File: config.mk
export PLATFORM = sky130hd
export DESIGN_NAME = fsrw_ctrl
export DESIGN_NICKNAME = d
export VERILOG_FILES = /design/src/fsrw_ctrl.v
export VERILOG_INCLUDE_DIRS = /design/src
export SDC_FILE = /design/constraint.sdc
export NUM_CORES = 1
export LEC_CHECK = 0
export BUFFER_PORTS_ARGS = -buffer_cell sky130_fd_sc_hd__clkbuf_2
export CAP_MARGIN = 20
export CELL_PAD_IN_SITES_DETAIL_PLACEMENT = 1
export CELL_PAD_IN_SITES_GLOBAL_PLACEMENT = 2
export CORE_UTILIZATION = 38
export DETAILED_ROUTE_END_ITERATION = 7
export GPL_ROUTABILITY_DRIVEN = 0
export HOLD_SLACK_MARGIN = 0.05
export PLACE_DENSITY_LB_ADDON = 0.1
export SLEW_MARGIN = 25
export SYNTH_ARGS = -nofsm -noshare
export SYNTH_HDL_FRONTEND = slang
export SYNTH_SLANG_ARGS = --single-unit
File: constraint.sdc
create_clock -name i_clk_sys -period 4.2 [get_ports i_clk_sys]
set_clock_uncertainty 0.1 [all_clocks]
set_input_delay 0.84 -clock i_clk_sys [delete_from_list [all_inputs] [get_ports i_clk_sys]]
set_output_delay 0.84 -clock i_clk_sys [all_outputs]
set_load 0.01 [all_outputs]
File: src/fsrw_regs.vh
// Opcodes, timing figures and derived cycle counts for the suspend/resume gate
`ifndef FSRW_REGS_VH
`define FSRW_REGS_VH

// ------------------------------------------------------------
// System clock
// ------------------------------------------------------------
`define FSRW_CLK_MHZ 125

// ------------------------------------------------------------
// Latencies (ns); counts round down because both are upper bounds
// ------------------------------------------------------------
`define FSRW_T_SUSP_NS 20000
`define FSRW_T_RES_NS 10000
`define FSRW_SUSP_CYC ((`FSRW_T_SUSP_NS * `FSRW_CLK_MHZ) / 1000)
`define FSRW_RES_CYC ((`FSRW_T_RES_NS * `FSRW_CLK_MHZ) / 1000)
`define FSRW_CNT_W 12

// ------------------------------------------------------------
// Opcodes handled locally
// ------------------------------------------------------------
`define FSRW_OP_RESUME 8'hd0
`define FSRW_OP_WR_EN 8'h06
`define FSRW_OP_WR_DIS 8'h04
`define FSRW_OP_SUSPEND 8'hb0
`define FSRW_OP_RESET 8'hf0

// ------------------------------------------------------------
// Opcodes only classified and forwarded
// ------------------------------------------------------------
`define FSRW_OP_RD_SLOW 8'h03
`define FSRW_OP_RD_FAST 8'h0b
`define FSRW_OP_RD_FAST2 8'h1b
`define FSRW_OP_RD_DUAL 8'h3b
`define FSRW_OP_RD_PROT 8'h3c
`define FSRW_OP_RD_LOCK 8'h35
`define FSRW_OP_RD_OTP 8'h77
`define FSRW_OP_RD_STAT 8'h05
`define FSRW_OP_RD_ID 8'h9f
`define FSRW_OP_PROG 8'h02
`define FSRW_OP_PROG_DUAL 8'ha2
`define FSRW_OP_ERASE_4K 8'h20
`define FSRW_OP_ERASE_32K 8'h52
`define FSRW_OP_ERASE_64K 8'hd8
`define FSRW_OP_CHIP_A 8'h60
`define FSRW_OP_CHIP_B 8'hc7
`define FSRW_OP_PROTECT 8'h36
`define FSRW_OP_UNPROTECT 8'h39
`define FSRW_OP_LOCKDOWN 8'h33
`define FSRW_OP_FREEZE 8'h34
`define FSRW_OP_PROG_OTP 8'h9b
`define FSRW_OP_WR_STAT1 8'h01
`define FSRW_OP_WR_STAT2 8'h31
`define FSRW_OP_WR_CFG 8'h3f
`define FSRW_OP_DPD 8'hb9
`define FSRW_OP_DPD_EXIT 8'hab

// ------------------------------------------------------------
// Suspend classes of an opcode
// ------------------------------------------------------------
`define FSRW_CLS_ANY 2'h1
`define FSRW_CLS_ESUSP 2'h2
`define FSRW_CLS_NEVER 2'h3

`endif

File: src/fsrw_ctrl.v
// Command gate: suspend/resume sequencing and write-enable latch behind the serial port
//
// Function
// - Reset in erase suspend: erase block lost
// - Reset in program suspend: only page lost
// - Forbidden command in suspend: ignored, latches kept
// - Program suspend: only reads, resume, reset, ID
// - Erase suspend adds program, suspend, WE, WD
// - Erase, protect, lockdown, OTP, status write refused
// - Resume D0h decoded regardless of write latch
// - Resume restarts, clears flag, shows busy
// - Local commands need whole aligned opcode bytes
// - Both suspended: program resumes first, erase later
// - Suspend ignored while resume still in progress
// - Write-class commands need write latch set
// - Opcode 06h sets write latch at frame end
// - Opcode 04h clears write latch at frame end
// - Suspend B0h halts operation, sets flag, ready
// - Reads of suspended sector give undefined data
// - Program/erase into other suspended sector aborts
`timescale 1ns/1ns
`include "fsrw_regs.vh"

module fsrw_ctrl (
  input wire i_clk_sys,
  input wire i_srst,
  input wire i_spi_cs_n,
  input wire i_spi_sck,
  input wire i_spi_mosi,
  input wire i_op_start,
  input wire i_op_erase,
  input wire [4:0] i_op_sector,
  input wire i_op_done,
  input wire i_wel_clear,
  input wire i_read_active,
  input wire [4:0] i_read_sector,
  output reg o_gate_valid,
  output reg o_gate_ok,
  output reg [7:0] o_gate_opcode,
  output reg o_engine_halt,
  output reg o_engine_restart,
  output reg o_engine_restart_erase,
  output reg o_op_abort,
  output reg o_erase_block_lost,
  output reg o_program_page_lost,
  output reg o_read_undefined,
  output reg o_write_enable_latch,
  output reg o_program_suspended_flag,
  output reg o_erase_suspended_flag,
  output reg o_ready_busy_flag
);

  // ------------------------------------------------------------
  // Constants
  // ------------------------------------------------------------
  localparam integer SUSP_CYC_I = `FSRW_SUSP_CYC; // Halt latency, full width
  localparam integer RES_CYC_I = `FSRW_RES_CYC; // Restart latency, full width
  // Cut to the counter width on purpose; both figures fit in twelve bits
  localparam [`FSRW_CNT_W-1:0] SUSP_CYC = SUSP_CYC_I[`FSRW_CNT_W-1:0]; // Halt latency in cycles
  localparam [`FSRW_CNT_W-1:0] RES_CYC = RES_CYC_I[`FSRW_CNT_W-1:0]; // Restart latency in cycles
  localparam [2:0] ST_IDLE = 3'h1; // Nothing in flight
  localparam [2:0] ST_SUSP = 3'h2; // Halting the running operation
  localparam [2:0] ST_RES = 3'h4; // Restarting a suspended operation

  // ------------------------------------------------------------
  // Opcode classification
  // ------------------------------------------------------------
  // Class under suspension; unknown opcodes are treated as forbidden
  function [1:0] op_class;
    input [7:0] op;
    begin
      case (op)
        `FSRW_OP_RD_SLOW, `FSRW_OP_RD_FAST, `FSRW_OP_RD_FAST2, `FSRW_OP_RD_DUAL,
        `FSRW_OP_RESUME, `FSRW_OP_RD_PROT, `FSRW_OP_RD_LOCK, `FSRW_OP_RD_OTP,
        `FSRW_OP_RD_STAT, `FSRW_OP_RESET, `FSRW_OP_RD_ID: op_class = `FSRW_CLS_ANY;
        `FSRW_OP_PROG, `FSRW_OP_PROG_DUAL, `FSRW_OP_SUSPEND,
        `FSRW_OP_WR_EN, `FSRW_OP_WR_DIS: op_class = `FSRW_CLS_ESUSP;
        default: op_class = `FSRW_CLS_NEVER;
      endcase
    end
  endfunction

  // Commands that only run with the write latch set
  function needs_wel;
    input [7:0] op;
    begin
      case (op)
        `FSRW_OP_PROG, `FSRW_OP_PROG_DUAL, `FSRW_OP_ERASE_4K, `FSRW_OP_ERASE_32K,
        `FSRW_OP_ERASE_64K, `FSRW_OP_CHIP_A, `FSRW_OP_CHIP_B, `FSRW_OP_PROTECT,
        `FSRW_OP_UNPROTECT, `FSRW_OP_LOCKDOWN, `FSRW_OP_FREEZE, `FSRW_OP_PROG_OTP,
        `FSRW_OP_WR_STAT1, `FSRW_OP_WR_STAT2, `FSRW_OP_WR_CFG: needs_wel = 1'b1;
        default: needs_wel = 1'b0; // Suspend, resume and reads ignore the latch
      endcase
    end
  endfunction

  // ------------------------------------------------------------
  // Pin synchronisers
  // ------------------------------------------------------------
  reg [2:0] cs_sync_q; // [0] is only read by [1]
  reg [2:0] sck_sync_q; // Third stage gives the edge history
  reg [1:0] mosi_sync_q; // Same depth as the clock's second stage

  // Two flops on every pin, a third on select and clock for edge detection
  always @(posedge i_clk_sys) begin
    if (i_srst) begin
      cs_sync_q <= 3'h7;
      sck_sync_q <= 3'h0;
      mosi_sync_q <= 2'h0;
    end else begin
      cs_sync_q <= {cs_sync_q[1:0], i_spi_cs_n};
      sck_sync_q <= {sck_sync_q[1:0], i_spi_sck};
      mosi_sync_q <= {mosi_sync_q[0], i_spi_mosi};
    end
  end

  wire cs_low = ~cs_sync_q[1]; // Frame in progress
  wire cs_rise = cs_sync_q[1] & ~cs_sync_q[2]; // Frame end
  wire sck_rise = sck_sync_q[1] & ~sck_sync_q[2]; // Sample point, modes 0 and 3

  // ------------------------------------------------------------
  // Frame receiver
  // ------------------------------------------------------------
  reg [2:0] bit_cnt_q; // Bits modulo eight
  reg byte_seen_q; // At least one whole byte in this frame
  reg [7:0] shift_q; // Opcode shifter, keeps shifting past the first byte
  reg op_ok_q; // Opcode passed the gate
  reg [7:0] op_q; // Captured opcode

  wire op_byte_done = sck_rise & cs_low & ~byte_seen_q & (bit_cnt_q == 3'h7);
  wire [7:0] op_now = {shift_q[6:0], mosi_sync_q[1]};
  wire susp_any = o_program_suspended_flag | o_erase_suspended_flag;
  wire [1:0] cls_now = op_class(op_now);
  // A command passes when no suspension forbids it and its latch demand is met
  wire allow_now = (~susp_any | (cls_now == `FSRW_CLS_ANY) |
                   ((cls_now == `FSRW_CLS_ESUSP) & ~o_program_suspended_flag)) &
                   (~needs_wel(op_now) | o_write_enable_latch);
  // Local commands act only on a whole, aligned frame
  wire frame_ok = cs_rise & byte_seen_q & (bit_cnt_q == 3'h0) & op_ok_q;

  // Edge counting restarts whenever the chip is deselected
  always @(posedge i_clk_sys) begin
    if (i_srst) begin
      bit_cnt_q <= 3'h0;
      byte_seen_q <= 1'b0;
      shift_q <= 8'h00;
      op_ok_q <= 1'b0;
      op_q <= 8'h00;
    end else if (!cs_low) begin
      bit_cnt_q <= 3'h0;
      byte_seen_q <= cs_rise & byte_seen_q; // Held one cycle for the end check
      op_ok_q <= cs_rise & op_ok_q;
    end else if (sck_rise) begin
      bit_cnt_q <= bit_cnt_q + 3'h1;
      shift_q <= op_now;
      if (op_byte_done) begin
        byte_seen_q <= 1'b1;
        op_q <= op_now;
        op_ok_q <= allow_now;
      end
    end
  end

  // Gate verdict towards the array engines, once per frame
  always @(posedge i_clk_sys) begin
    if (i_srst) begin
      o_gate_valid <= 1'b0;
      o_gate_ok <= 1'b0;
      o_gate_opcode <= 8'h00;
    end else begin
      o_gate_valid <= op_byte_done;
      if (op_byte_done) begin
        o_gate_ok <= allow_now;
        o_gate_opcode <= op_now;
      end
    end
  end

  // ------------------------------------------------------------
  // Suspend / resume sequencer
  // ------------------------------------------------------------
  reg [2:0] st_q; // One-hot state
  reg [`FSRW_CNT_W-1:0] cnt_q; // Latency countdown
  reg run_q; // Program or erase running
  reg run_erase_q; // Running operation is an erase
  reg [4:0] run_sector_q; // Sector of the running operation
  reg [4:0] ps_sector_q; // Sector with a suspended program
  reg [4:0] es_sector_q; // Sector with a suspended erase

  wire is_cmd_reset = frame_ok & (op_q == `FSRW_OP_RESET);
  wire is_cmd_susp = frame_ok & (op_q == `FSRW_OP_SUSPEND);
  wire is_cmd_res = frame_ok & (op_q == `FSRW_OP_RESUME);
  // Engine start aimed at the sector of the opposite kind of suspension
  wire conflict = i_op_start & ((~i_op_erase & o_erase_suspended_flag &
                  (i_op_sector == es_sector_q)) |
                  (i_op_erase & o_program_suspended_flag &
                  (i_op_sector == ps_sector_q)));

  // Latency timers run on the system clock; the link clock may stop after the frame
  always @(posedge i_clk_sys) begin
    if (i_srst) begin
      st_q <= ST_IDLE;
      cnt_q <= {`FSRW_CNT_W{1'b0}};
      run_q <= 1'b0;
      run_erase_q <= 1'b0;
      run_sector_q <= 5'h00;
      ps_sector_q <= 5'h00;
      es_sector_q <= 5'h00;
      o_program_suspended_flag <= 1'b0;
      o_erase_suspended_flag <= 1'b0;
      o_engine_halt <= 1'b0;
      o_engine_restart <= 1'b0;
      o_engine_restart_erase <= 1'b0;
      o_op_abort <= 1'b0;
      o_erase_block_lost <= 1'b0;
      o_program_page_lost <= 1'b0;
    end else begin
      o_engine_halt <= 1'b0;
      o_engine_restart <= 1'b0;
      o_op_abort <= 1'b0;
      o_erase_block_lost <= 1'b0;
      o_program_page_lost <= 1'b0;
      if (is_cmd_reset) begin
        // Reset abandons whatever is suspended or running
        o_erase_block_lost <= o_erase_suspended_flag;
        o_program_page_lost <= o_program_suspended_flag;
        o_program_suspended_flag <= 1'b0;
        o_erase_suspended_flag <= 1'b0;
        run_q <= 1'b0;
        st_q <= ST_IDLE;
      end else begin
        case (st_q)
          ST_IDLE: begin
            if (is_cmd_susp && run_q) begin
              // Program already suspended never gets here: gate refused it
              st_q <= ST_SUSP;
              cnt_q <= SUSP_CYC;
              o_engine_halt <= 1'b1;
            end else if (is_cmd_res && !run_q && susp_any) begin
              st_q <= ST_RES;
              cnt_q <= RES_CYC;
              o_engine_restart <= 1'b1;
              o_engine_restart_erase <= ~o_program_suspended_flag;
            end else if (conflict) begin
              o_op_abort <= 1'b1;
            end else if (i_op_start && !run_q) begin
              run_q <= 1'b1;
              run_erase_q <= i_op_erase;
              run_sector_q <= i_op_sector;
            end else if (i_op_done) begin
              run_q <= 1'b0; // Erase stays suspended until a later resume
            end
          end
          ST_SUSP: begin
            if (cnt_q == {`FSRW_CNT_W{1'b0}}) begin
              st_q <= ST_IDLE;
              run_q <= 1'b0;
              if (run_erase_q) begin
                o_erase_suspended_flag <= 1'b1;
                es_sector_q <= run_sector_q;
              end else begin
                o_program_suspended_flag <= 1'b1;
                ps_sector_q <= run_sector_q;
              end
            end else begin
              cnt_q <= cnt_q - {{(`FSRW_CNT_W-1){1'b0}}, 1'b1};
            end
          end
          ST_RES: begin
            // Suspend frames in this state fall through unheeded
            if (cnt_q == {`FSRW_CNT_W{1'b0}}) begin
              st_q <= ST_IDLE;
              run_q <= 1'b1;
              run_erase_q <= o_engine_restart_erase;
              if (o_engine_restart_erase) begin
                o_erase_suspended_flag <= 1'b0;
                run_sector_q <= es_sector_q;
              end else begin
                o_program_suspended_flag <= 1'b0;
                run_sector_q <= ps_sector_q;
              end
            end else begin
              cnt_q <= cnt_q - {{(`FSRW_CNT_W-1){1'b0}}, 1'b1};
            end
          end
          default: begin
            st_q <= ST_IDLE;
          end
        endcase
      end
    end
  end

  // ------------------------------------------------------------
  // Write-enable latch, busy flag, read guard
  // ------------------------------------------------------------
  // Setting by 06h wins over any clear arriving in the same cycle
  always @(posedge i_clk_sys) begin
    if (i_srst) begin
      o_write_enable_latch <= 1'b0;
      o_ready_busy_flag <= 1'b0;
      o_read_undefined <= 1'b0;
    end else begin
      if (frame_ok && op_q == `FSRW_OP_WR_EN) begin
        o_write_enable_latch <= 1'b1;
      end else if (frame_ok && op_q == `FSRW_OP_WR_DIS) begin
        o_write_enable_latch <= 1'b0;
      end else if (conflict || i_wel_clear) begin
        o_write_enable_latch <= 1'b0;
      end
      // Busy while running or while a restart is under way
      o_ready_busy_flag <= run_q | st_q[2] | st_q[1];
      o_read_undefined <= i_read_active &
                          ((o_erase_suspended_flag & (i_read_sector == es_sector_q)) |
                          (o_program_suspended_flag & (i_read_sector == ps_sector_q)));
    end
  end

endmodule // fsrw_ctrl

# --- Yosys cells after proc, flatten, opt, wreduce, memory -nomap -nowiden ---
# Cells that the tools add are included.
classes:
  n_eq_ne: 58
  n_bitwise: 42
  n_mux: 53
  n_reduce_logical: 39
  n_addsub: 2
op_table:
  columns: ["op", "n"]
  rows:
  - ["$eq A8 B8 Y1 const B", 11]
  - ["$eq A8 B6 Y1 const B", 10]
  - ["$eq A8 B3 Y1 const B", 5]
  - ["$mux W12", 3]
  - ["$mux W1", 33]
  - ["$mux W5", 6]
  - ["$eq A8 B7 Y1 const B", 3]
  - ["$pmux W12 S2", 1]
  - ["$and A1 B1 Y1", 22]
  - ["$ne A2 B2 Y1 const B", 11]
  - ["$eq A5 B5 Y1", 4]
  - ["$eq A8 B2 Y1 const B", 2]
  - ["$reduce_and A4 Y1", 4]
  - ["$reduce_or A15 Y1", 1]
  - ["$reduce_and A7 Y1", 2]
  - ["$logic_not A12 Y1", 1]
  - ["$not A1 Y1", 12]
  - ["$sub A12 B1 Y12 const B", 1]
  - ["$reduce_or A11 Y1", 1]
  - ["$pmux W5 S2", 1]
  - ["$reduce_and A5 Y1", 2]
  - ["$reduce_bool A2 Y1", 5]
  - ["$reduce_or A5 Y1", 2]
  - ["$mux W3", 3]
  - ["other kinds (26)", 48]
word_totals:
  output_inout_bits: 21
  wordCells: 223
  in_bits: 20
  register_bits: 81

# --- Depth between registers and ports, before layout ---
# Gate-level depths: netlist (run 1).
depth:
  depth_word: 11
  depth_mapped: 9
  ltp_nobuf: 8

# --- Worst setup path after synthesis (run 1) ---
# OpenSTA, ideal clock, no wires.
synth_path:
  path_type: "input-to-reg"
  startpoint: "in i_op_sector[0]"
  endpoint: "reg run_sector_q[1]"
  setup_slack_ns: 2.092
  setup_time_ns: 0.071
  required_ns: 4.029
  path_buffers: 1
  stages: 7
  arrival_ns: 1.938
  path_cell_list: "xnor2_1 -> nand4_1 -> o22ai_1 -> and3_1 -> clkbuf_1 -> or3_1 -> a21oi_1"
synth_between:
  elab_chain_len: 6
  word_cells_on_any_way: 8
  cone_classes: "eq/ne: 3; bitwise: 4; reduce/logical: 1"
synth_rtl:
  columns: ["item", "line_no", "text"]
  rows:
  - ["from (decl)", "fsrw_ctrl.v:32", "input wire [4:0] i_op_sector,"]
  - ["$eq A5 B5 Y1, on equally long branches", "fsrw_ctrl.v:195, fsrw_ctrl.v:197", null]
  - ["$and A1 B1 Y1, on equally long branches", "fsrw_ctrl.v:194, fsrw_ctrl.v:196", null]
  - ["$or A1 B1 Y1 (*)", "fsrw_ctrl.v:195", "(i_op_sector == es_sector_q)) |"]
  - ["$and A1 B1 Y1 (*)", "fsrw_ctrl.v:194", "wire conflict = i_op_start & ((~i_op_erase & o_erase_suspended_flag &"]
  - ["$ne A2 B2 Y1 (no source line) (*)", null, null]
  - ["$reduce_and A7 Y1 (no source line) (*)", null, null]
  - ["to (signal assigned)", "fsrw_ctrl.v:249", "run_sector_q <= i_op_sector;"]
  - ["to (signal assigned)", "fsrw_ctrl.v:277", "run_sector_q <= es_sector_q;"]
  - ["to (signal assigned)", "fsrw_ctrl.v:280", "run_sector_q <= ps_sector_q;"]
  - ["to (decl)", "fsrw_ctrl.v:186", "reg [4:0] run_sector_q;"]
# Every way passes the cells marked *; elsewhere a longest branch is shown, timed or not.
# A chain may end at the register's enable or synchronous reset.

# --- Final worst setup path (run 1) ---
layout_path:
  startpoint: "reg sck_sync_q[1]"
  endpoint: "reg op_ok_q"
layout_between:
  elab_chain_len: 6
  word_cells_on_any_way: 7
  cone_classes: "bitwise: 4; reduce/logical: 3"
layout_rtl:
  columns: ["item", "line_no", "text"]
  rows:
  - ["from (decl)", "fsrw_ctrl.v:101", "reg [2:0] sck_sync_q;"]
  - ["from (signal assigned)", "fsrw_ctrl.v:112", "sck_sync_q <= {sck_sync_q[1:0], i_spi_sck};"]
  - ["$and A1 B1 Y1 (*)", "fsrw_ctrl.v:119", "wire sck_rise = sck_sync_q[1] & ~sck_sync_q[2];"]
  - ["$and A1 B1 Y1 (3 in series)", "fsrw_ctrl.v:130", "wire op_byte_done = sck_rise & cs_low & ~byte_seen_q & (bit_cnt_q == 3'h7);"]
  - ["$reduce_bool A2 Y1 (no source line)", null, null]
  - ["$reduce_and A2 Y1 (no source line) (*)", null, null]
  - ["to (signal assigned)", "fsrw_ctrl.v:152", "op_ok_q <= cs_rise & op_ok_q;"]
  - ["to (signal assigned)", "fsrw_ctrl.v:159", "op_ok_q <= allow_now;"]
  - ["to (decl)", "fsrw_ctrl.v:127", "reg op_ok_q;"]
# Marks and branches as above.

==> results of run 1 <==
-- power groups by stage --
stage               Combinational (mW)  Sequential [mW]  Clock [mW]
floorplan                        0.381            0.872           0
global placement                 0.460            0.895           0
detailed placement               0.467            0.898           0
CTS                              0.471            0.879       0.566
global route                     0.522            0.888       0.598
finish                           0.469            0.881       0.544
-- worst max-delay path: cells and delay by family, from the launching register on --
family	cells	cell delay, ns
DFF	1	0.33
AOI/OAI and AO/OA	2	0.43
and+or+nand+nor	4	1.71
-- sequential cells by signal, indices dropped and copies added, names as in the netlist, 2 cells and up --
register / cells
op_q: 8
st_q: 3
cnt_q: 12
sck_sync_q: 3
mosi_sync_q: 2
cs_sync_q: 3
run_sector_q: 5
ps_sector_q: 5
bit_cnt_q: 3
o_gate_opcode: 8
shift_q: 7
es_sector_q: 5
-- stage by stage --
step           cells  util [%]  hold slack (ns)
2_1_floorplan    487         -            0.289
3_3_place_gp     638      42.1            0.300
4_1_cts          654      43.9            0.343
5_1_grt          654      43.9            0.363
6_report         654      43.9            0.336
3_5_place_dp     638      42.1            0.322
-- worst max-delay path by stage --
stage,from,to,slack (ns),cells after the start
CTS,sck_sync_q[1]$_SDFF_PP0_,o_gate_ok$_SDFFE_PP0P_,1.53,6
global route,sck_sync_q[1]$_SDFF_PP0_,op_ok_q$_SDFFE_PP0P_,1.29,6
finish,sck_sync_q[1]$_SDFF_PP0_,op_ok_q$_SDFFE_PP0P_,1.55,6
global placement,sck_sync_q[1]$_SDFF_PP0_,op_ok_q$_SDFFE_PP0P_,1.63,6
detailed placement,sck_sync_q[1]$_SDFF_PP0_,op_ok_q$_SDFFE_PP0P_,1.53,6
floorplan,i_op_sector[0],run_sector_q[1]$_SDFFE_PP0P_,2.09,7
-- cells by family (layout without fill, tap and decap cells) --
logic type	count (synthesis)	in the layout	share of synthesized area [%]
DFF	81	81	39.4
buffers and inverters	39	70	3.92
muxes	23	23	5.59
and+or+nand+nor	210	210	28.8
adders and majority gates	5	5	1.52
AOI/OAI and AO/OA	99	99	14.4
xor gates and xnor gates	30	30	6.38
-- cell usage after synthesis (10+ instances only) --
master / count / share of area (%)
o21ai_0: 26 / 3.2
mux2i_1: 23 / 5.6
nand3_1: 10 / 1.2
nand2_1: 53 / 4.8
a21oi_1: 46 / 5.6
nor2_1: 46 / 4.2
xnor2_1: 24 / 5.1
inv_1: 12 / 1.1
nor3_1: 15 / 1.8
nand4_1: 14 / 2.1
nor2b_1: 13 / 2.0
dfxtp_1: 81 / 39
clkbuf_1: 22 / 2.0
-- area by class of cell --
type,count,area (um^2)
fill,1276,5840
multi-input combinational,367,2330
sequential,81,1620
timing repair buffer,42,215
tap,136,170
clock buffer,11,151
inverter,12,45.0
clock inverter,5,37.5
-- per-layer routing --
layer	track usage, %	wire length, um
met1	27.0	5210
met2	33.3	5000
met4	5.16	113
met5	0	0
met3	4.35	276
==> flow_summary_export.csv, run 1 <==
group,metric,value,unit
power,vdd_drop_max,0.172,mV
min_path,holdPathEnd,"cs_sync_q[1]$_SDFF_PP1_",
setup_path,r2r_end,"op_ok_q$_SDFFE_PP0P_",
synthesis,ys_seq_area_share,39.4,%
clock_network,cts.sinks,81,
routing,first_pass_iters,4,
synthesis,synth_edf_count,0,
setup_path,path_common_cell,"nor2b_1",
clock_network,cts_resized,0,
clock_network,clk_pin_slew_worst_paths,0.08,ns
timing,final_hold_viol_count,0,
min_path,hold_start,"cs_sync_q[0]$_SDFF_PP1_",
global_routing,antenna_found_initial,0,
timing,setup_viol,0,
setup_path,arrival,2.85,ns
cells_and_area,fin_area,4570,um^2
outcome,status,"completed",
global_routing,groute.usage.overall,20.3,%
power,switching_power,0.632,mW
flow_run,cap_violations,0,
timing,slew_violations,0,
routing,routedWlPerCell,16.2,um
synthesis,ys_seq_elements,81,
synthesis,syn_area,4120,um^2
placement,port_buffers,40,
floorplanning,initial_utilization,39.5,%
global_routing,grt_pass1_wl,17900,um
global_routing,grt_remaining_overflow,0,
clock_network,ctsHoldBuffers,0,
cells_and_area,mostFrequentLayoutCell,"dfxtp_1",
setup_path,startpoint_type,"register",
synthesis,syn_avg_cell_area,8.45,um^2
floorplanning,die_w,106,um
floorplanning,die_h,106,um
setup_path,cp_cell_sequence,"nor2b_1 -> nor2b_1 -> nand2_1 -> nor2_2 -> o221ai_1 -> o21ai_0",
clock_network,clockBufferDepth,2,
routing,drt-total-wl,10600,um
setup_path,criticalPathCategory,"register to register",
timing,slew_headroom,38.2,%
power,internal_power,1.26,mW
floorplanning,rows,37,
clock_network,cts_tree,"done",
timing,fin_tns_setup,0,ns
floorplanning,die_area,11300,um^2
setup_path,worst-path-max-fanout,9,
timing,rsz0062_at_grt,"false",
global_routing,grt_max_degree,38,
clock_network,clk_latency,0.36,ns
setup_path,rrSetupSlack,1.55,ns
power,switching_share,33.4,%
setup_path,worstSetupEndpointType,"register",
placement,place_area,4390,um^2
clock_network,htreeDepth,3,
cells_and_area,synthToLayoutAreaGrowth,11.1,%
power,comb_power_share,24.8,%
cells_and_area,mostFrequentLayoutCells,"81 x dfxtp_1, 53 x nand2_1, 46 x a21oi_1, 46 x nor2_1, 40 x clkbuf_2",
min_path,min_path_type,"register to register",
timing,period_minus_slack,2.65,ns
synthesis,synth_top_flop_cell,"dfxtp_1",
floorplanning,fp.coreArea,10400,um^2
power,p_clk_share,28.7,%
routing,vias,3526,
power,power_frac_seq,46.5,%
power,power_density,414,nW/um^2
placement,pre_cts_ws,1.53,ns
min_path,hold_path_depth,1,
routing,ant_nets,0,
routing,via_per_inst,5.39,
timing,worst_pin_slew,0.926,ns
timing,fin_ws,1.55,ns
routing,initialDrtViolationCount,91,
placement,hpwlAfterDp,7700,um
routing,drc,0,
clock_network,postCtsSetupBuffers,0,
synthesis,synth_nets,512,
timing,fin_crit_sh,63.2,%
floorplanning,boundaryPins,41,
cells_and_area,nNetsFinal,538,
synthesis,synthCells,487,
clock_network,cts_buffers,9,
setup_path,crit_slowest_cell,"nor2b_1",
power,power,1.89,mW
setup_path,r2r_cells,6,
synthesis,synth_cell_types,61,
setup_path,critical_path_required,4.39,ns
global_routing,first_global_vias,3466,
setup_path,slowest_delay,0.79,ns
synthesis,yosys_warnings,0,
timing,fmax,377,MHz
clock_network,root_buffer,"clkbuf_8",
cells_and_area,layout-drive-gt1-share,16.0,%
power,power.static_leakage,1.60,nW
synthesis,synthArstFlopShare,0,%
cells_and_area,antenna_cells,0,
setup_path,r2r_start,"sck_sync_q[1]$_SDFF_PP0_",
Power figures use the tool's default switching activity.
==> run 2, diff against run 1 <==
- CORE_UTILIZATION: 38 -> 32
- clock period: 4.2 -> 2.35 ns (I/O delays scaled with it)
==> run 2 against run 1 <==
Maximum frequency increased by 21%. First-iteration DRC count increased by 35%. Hold slack got worse by 0.13 ns. Clock power increased to 2.8 times the previous value. Flip-flop and latch count unchanged. Via count increased by 3.4%. Final area increased by 8.7%. Worst setup slack got worse by 1.4 ns. Critical path depth increased by 2. Total power increased by 110%. Highest routed layer unchanged.
==> flow_summary_export.csv, run 2 (synthesis gave the netlist of run 1 again) <==
group,metric,value,unit
outcome,status,"completed",
cells_and_area,nNetsFinal,566,
setup_path,arrival,2.35,ns
routing,met2WireLength,5480,um
routing,first_pass_iters,4,
routing,met1_length,5710,um
setup_path,path_delay_family,"simple AND/OR/NAND/NOR gates",
routing,drc,0,
power,power,4.05,mW
cells_and_area,largest_register_ff_count,12,
setup_path,crit_slowest_cell,"dfxtp_1",
cells_and_area,top_register,"cnt_q",
routing,met3RoutedLength,315,um
timing,final_hold_viol_count,0,
clock_network,root_buffer,"clkbuf_16",
power,comb_power_share,23.8,%
timing,fin_tns_setup,0,ns
clock_network,htreeDepth,3,
setup_path,startpoint_type,"register",
clock_network,cts.sinks,81,
global_routing,antenna_found_initial,0,
routing,initialDrtViolationCount,123,
power,switching_share,30.6,%
clock_network,cts_tree,"done",
setup_path,slowest_delay,0.34,ns
clock_network,clk_latency,0.35,ns
setup_path,cp_cell_sequence,"inv_1 -> ha_1 -> nand4bb_1 -> nor2_2 -> a31o_2 -> nand2_1 -> a21o_1 -> a221oi_2",
setup_path,worstSetupEndpointType,"register",
global_routing,grt_max_degree,69,
routing,routedWlPerCell,16.3,um
timing,fmax,458,MHz
routing,highest_layer,"met4",
cells_and_area,mostFrequentLayoutCell,"dfxtp_1",
timing,rsz0062_at_grt,"false",
floorplanning,rows,41,
floorplanning,boundaryPins,41,
cells_and_area,reg_top3,"cnt_q: 12 flops, o_gate_opcode: 8 flops, op_q: 8 flops",
cells_and_area,layout-drive-gt1-share,20.2,%
cells_and_area,fin_util,39.6,%
clock_network,cts_buffers,9,
clock_network,cts_resized,0,
clock_network,clockBufferDepth,2,
placement,place_area,4650,um^2
routing,via_per_inst,5.08,
min_path,min_path_type,"primary input to register",
power,power_density,814,nW/um^2
setup_path,cp_num_cells,8,
routing,drt-total-wl,11700,um
cells_and_area,fin_area,4970,um^2
routing,ant_nets,0,
floorplanning,die_area,13300,um^2
power,internal_power,2.81,mW
cells_and_area,seqCellArea,1620,um^2
global_routing,first_global_vias,3748,
placement,pre_cts_ws,0.162,ns
setup_path,worst-path-max-fanout,7,
global_routing,grt_remaining_overflow,0,
timing,setup_viol,0,
floorplanning,initial_utilization,32.8,%
floorplanning,fp.coreArea,12600,um^2
cells_and_area,n_fill_cell,1511,
cells_and_area,synthToLayoutAreaGrowth,20.8,%
placement,hpwlAfterDp,8530,um
power,switching_power,1.24,mW
power,power_frac_seq,38.2,%
floorplanning,die_h,115,um
timing,worst_pin_slew,0.508,ns
min_path,hold_path_depth,2,
power,power.static_leakage,1.80,nW
placement,port_buffers,40,
cells_and_area,multiInputGateArea,2330,um^2
timing,whs,0.207,ns
clock_network,postCtsSetupBuffers,0,
flow_run,cap_violations,0,
routing,vias,3645,
power,vdd_drop_max,0.379,mV
clock_network,ctsHoldBuffers,0,
timing,slew_violations,0,
global_routing,grt_pass1_wl,19200,um
timing,fin_ws,0.165,ns
cells_and_area,antenna_cells,0,
power,p_clk_share,38.1,%
global_routing,groute.usage.overall,19.1,%
cells_and_area,mostFrequentLayoutCells,"81 x dfxtp_1, 53 x nand2_1, 46 x a21oi_1, 46 x nor2_1, 40 x clkbuf_2",
clock_network,clk_pin_slew_worst_paths,0.06,ns
timing,fin_crit_sh,93.0,%
placement,placedCellCount,702,
setup_path,critical_path_required,2.51,ns
setup_path,criticalPathCategory,"register to register",
setup_path,r2r_cells,8,
setup_path,worst-path-buf-inv,1,
timing,slew_headroom,66.1,%
floorplanning,die_w,115,um
cells_and_area,finalNonFillerCells,717,
timing,period_minus_slack,2.19,ns
## run 2: cell types whose count changed in the layout (fill, tap and decap cells not counted), sizes merged
cell,change
buf,+28
clkinv,-1
bufinv,+2
clkbuf,-2
## run 2: path summary, 6_finish.rpt
check	start	end	slack (ns)
worst max register to register	bit_cnt_q[0]$_SDFFE_PP0P_	cnt_q[10]$_SDFFE_PP0P_	0.16
worst min-delay path	i_spi_cs_n	cs_sync_q[0]$_SDFF_PP1_	0.21
worst min register to register	cs_sync_q[0]$_SDFF_PP1_	cs_sync_q[1]$_SDFF_PP1_	0.31
worst max-delay path	bit_cnt_q[0]$_SDFFE_PP0P_	cnt_q[10]$_SDFFE_PP0P_	0.16
## run 2: power groups by stage
stage | Clock (mW) | Combinational (mW) | Sequential (mW)
2_1_floorplan | 0 | 0.680 | 1.56
3_5_place_dp | 0 | 0.961 | 1.58
6_report | 1.54 | 0.962 | 1.54
4_1_cts | 1.59 | 0.969 | 1.54
3_3_place_gp | 0 | 0.947 | 1.57
5_1_grt | 1.64 | 1.07 | 1.55
## run 2: cell type report
| type | instances | area share [%] |
|---|---|---|
| clock buffers | 9 | 4.53 |
| flip-flops and latches | 81 | 32.6 |
| well taps | 172 | 4.33 |
| multi-input cells | 367 | 46.9 |
| inverters | 12 | 0.906 |
| repair buffers | 70 | 8.81 |
| clock inverters | 6 | 1.86 |
## run 2: metal layers
layer  track usage [%]  vias to the layer above
met2              31.7                       49
met1              24.5                     1756
met3              4.03                       16
met4              6.67                        0
li1                  -                     1824
met5                 0                        -
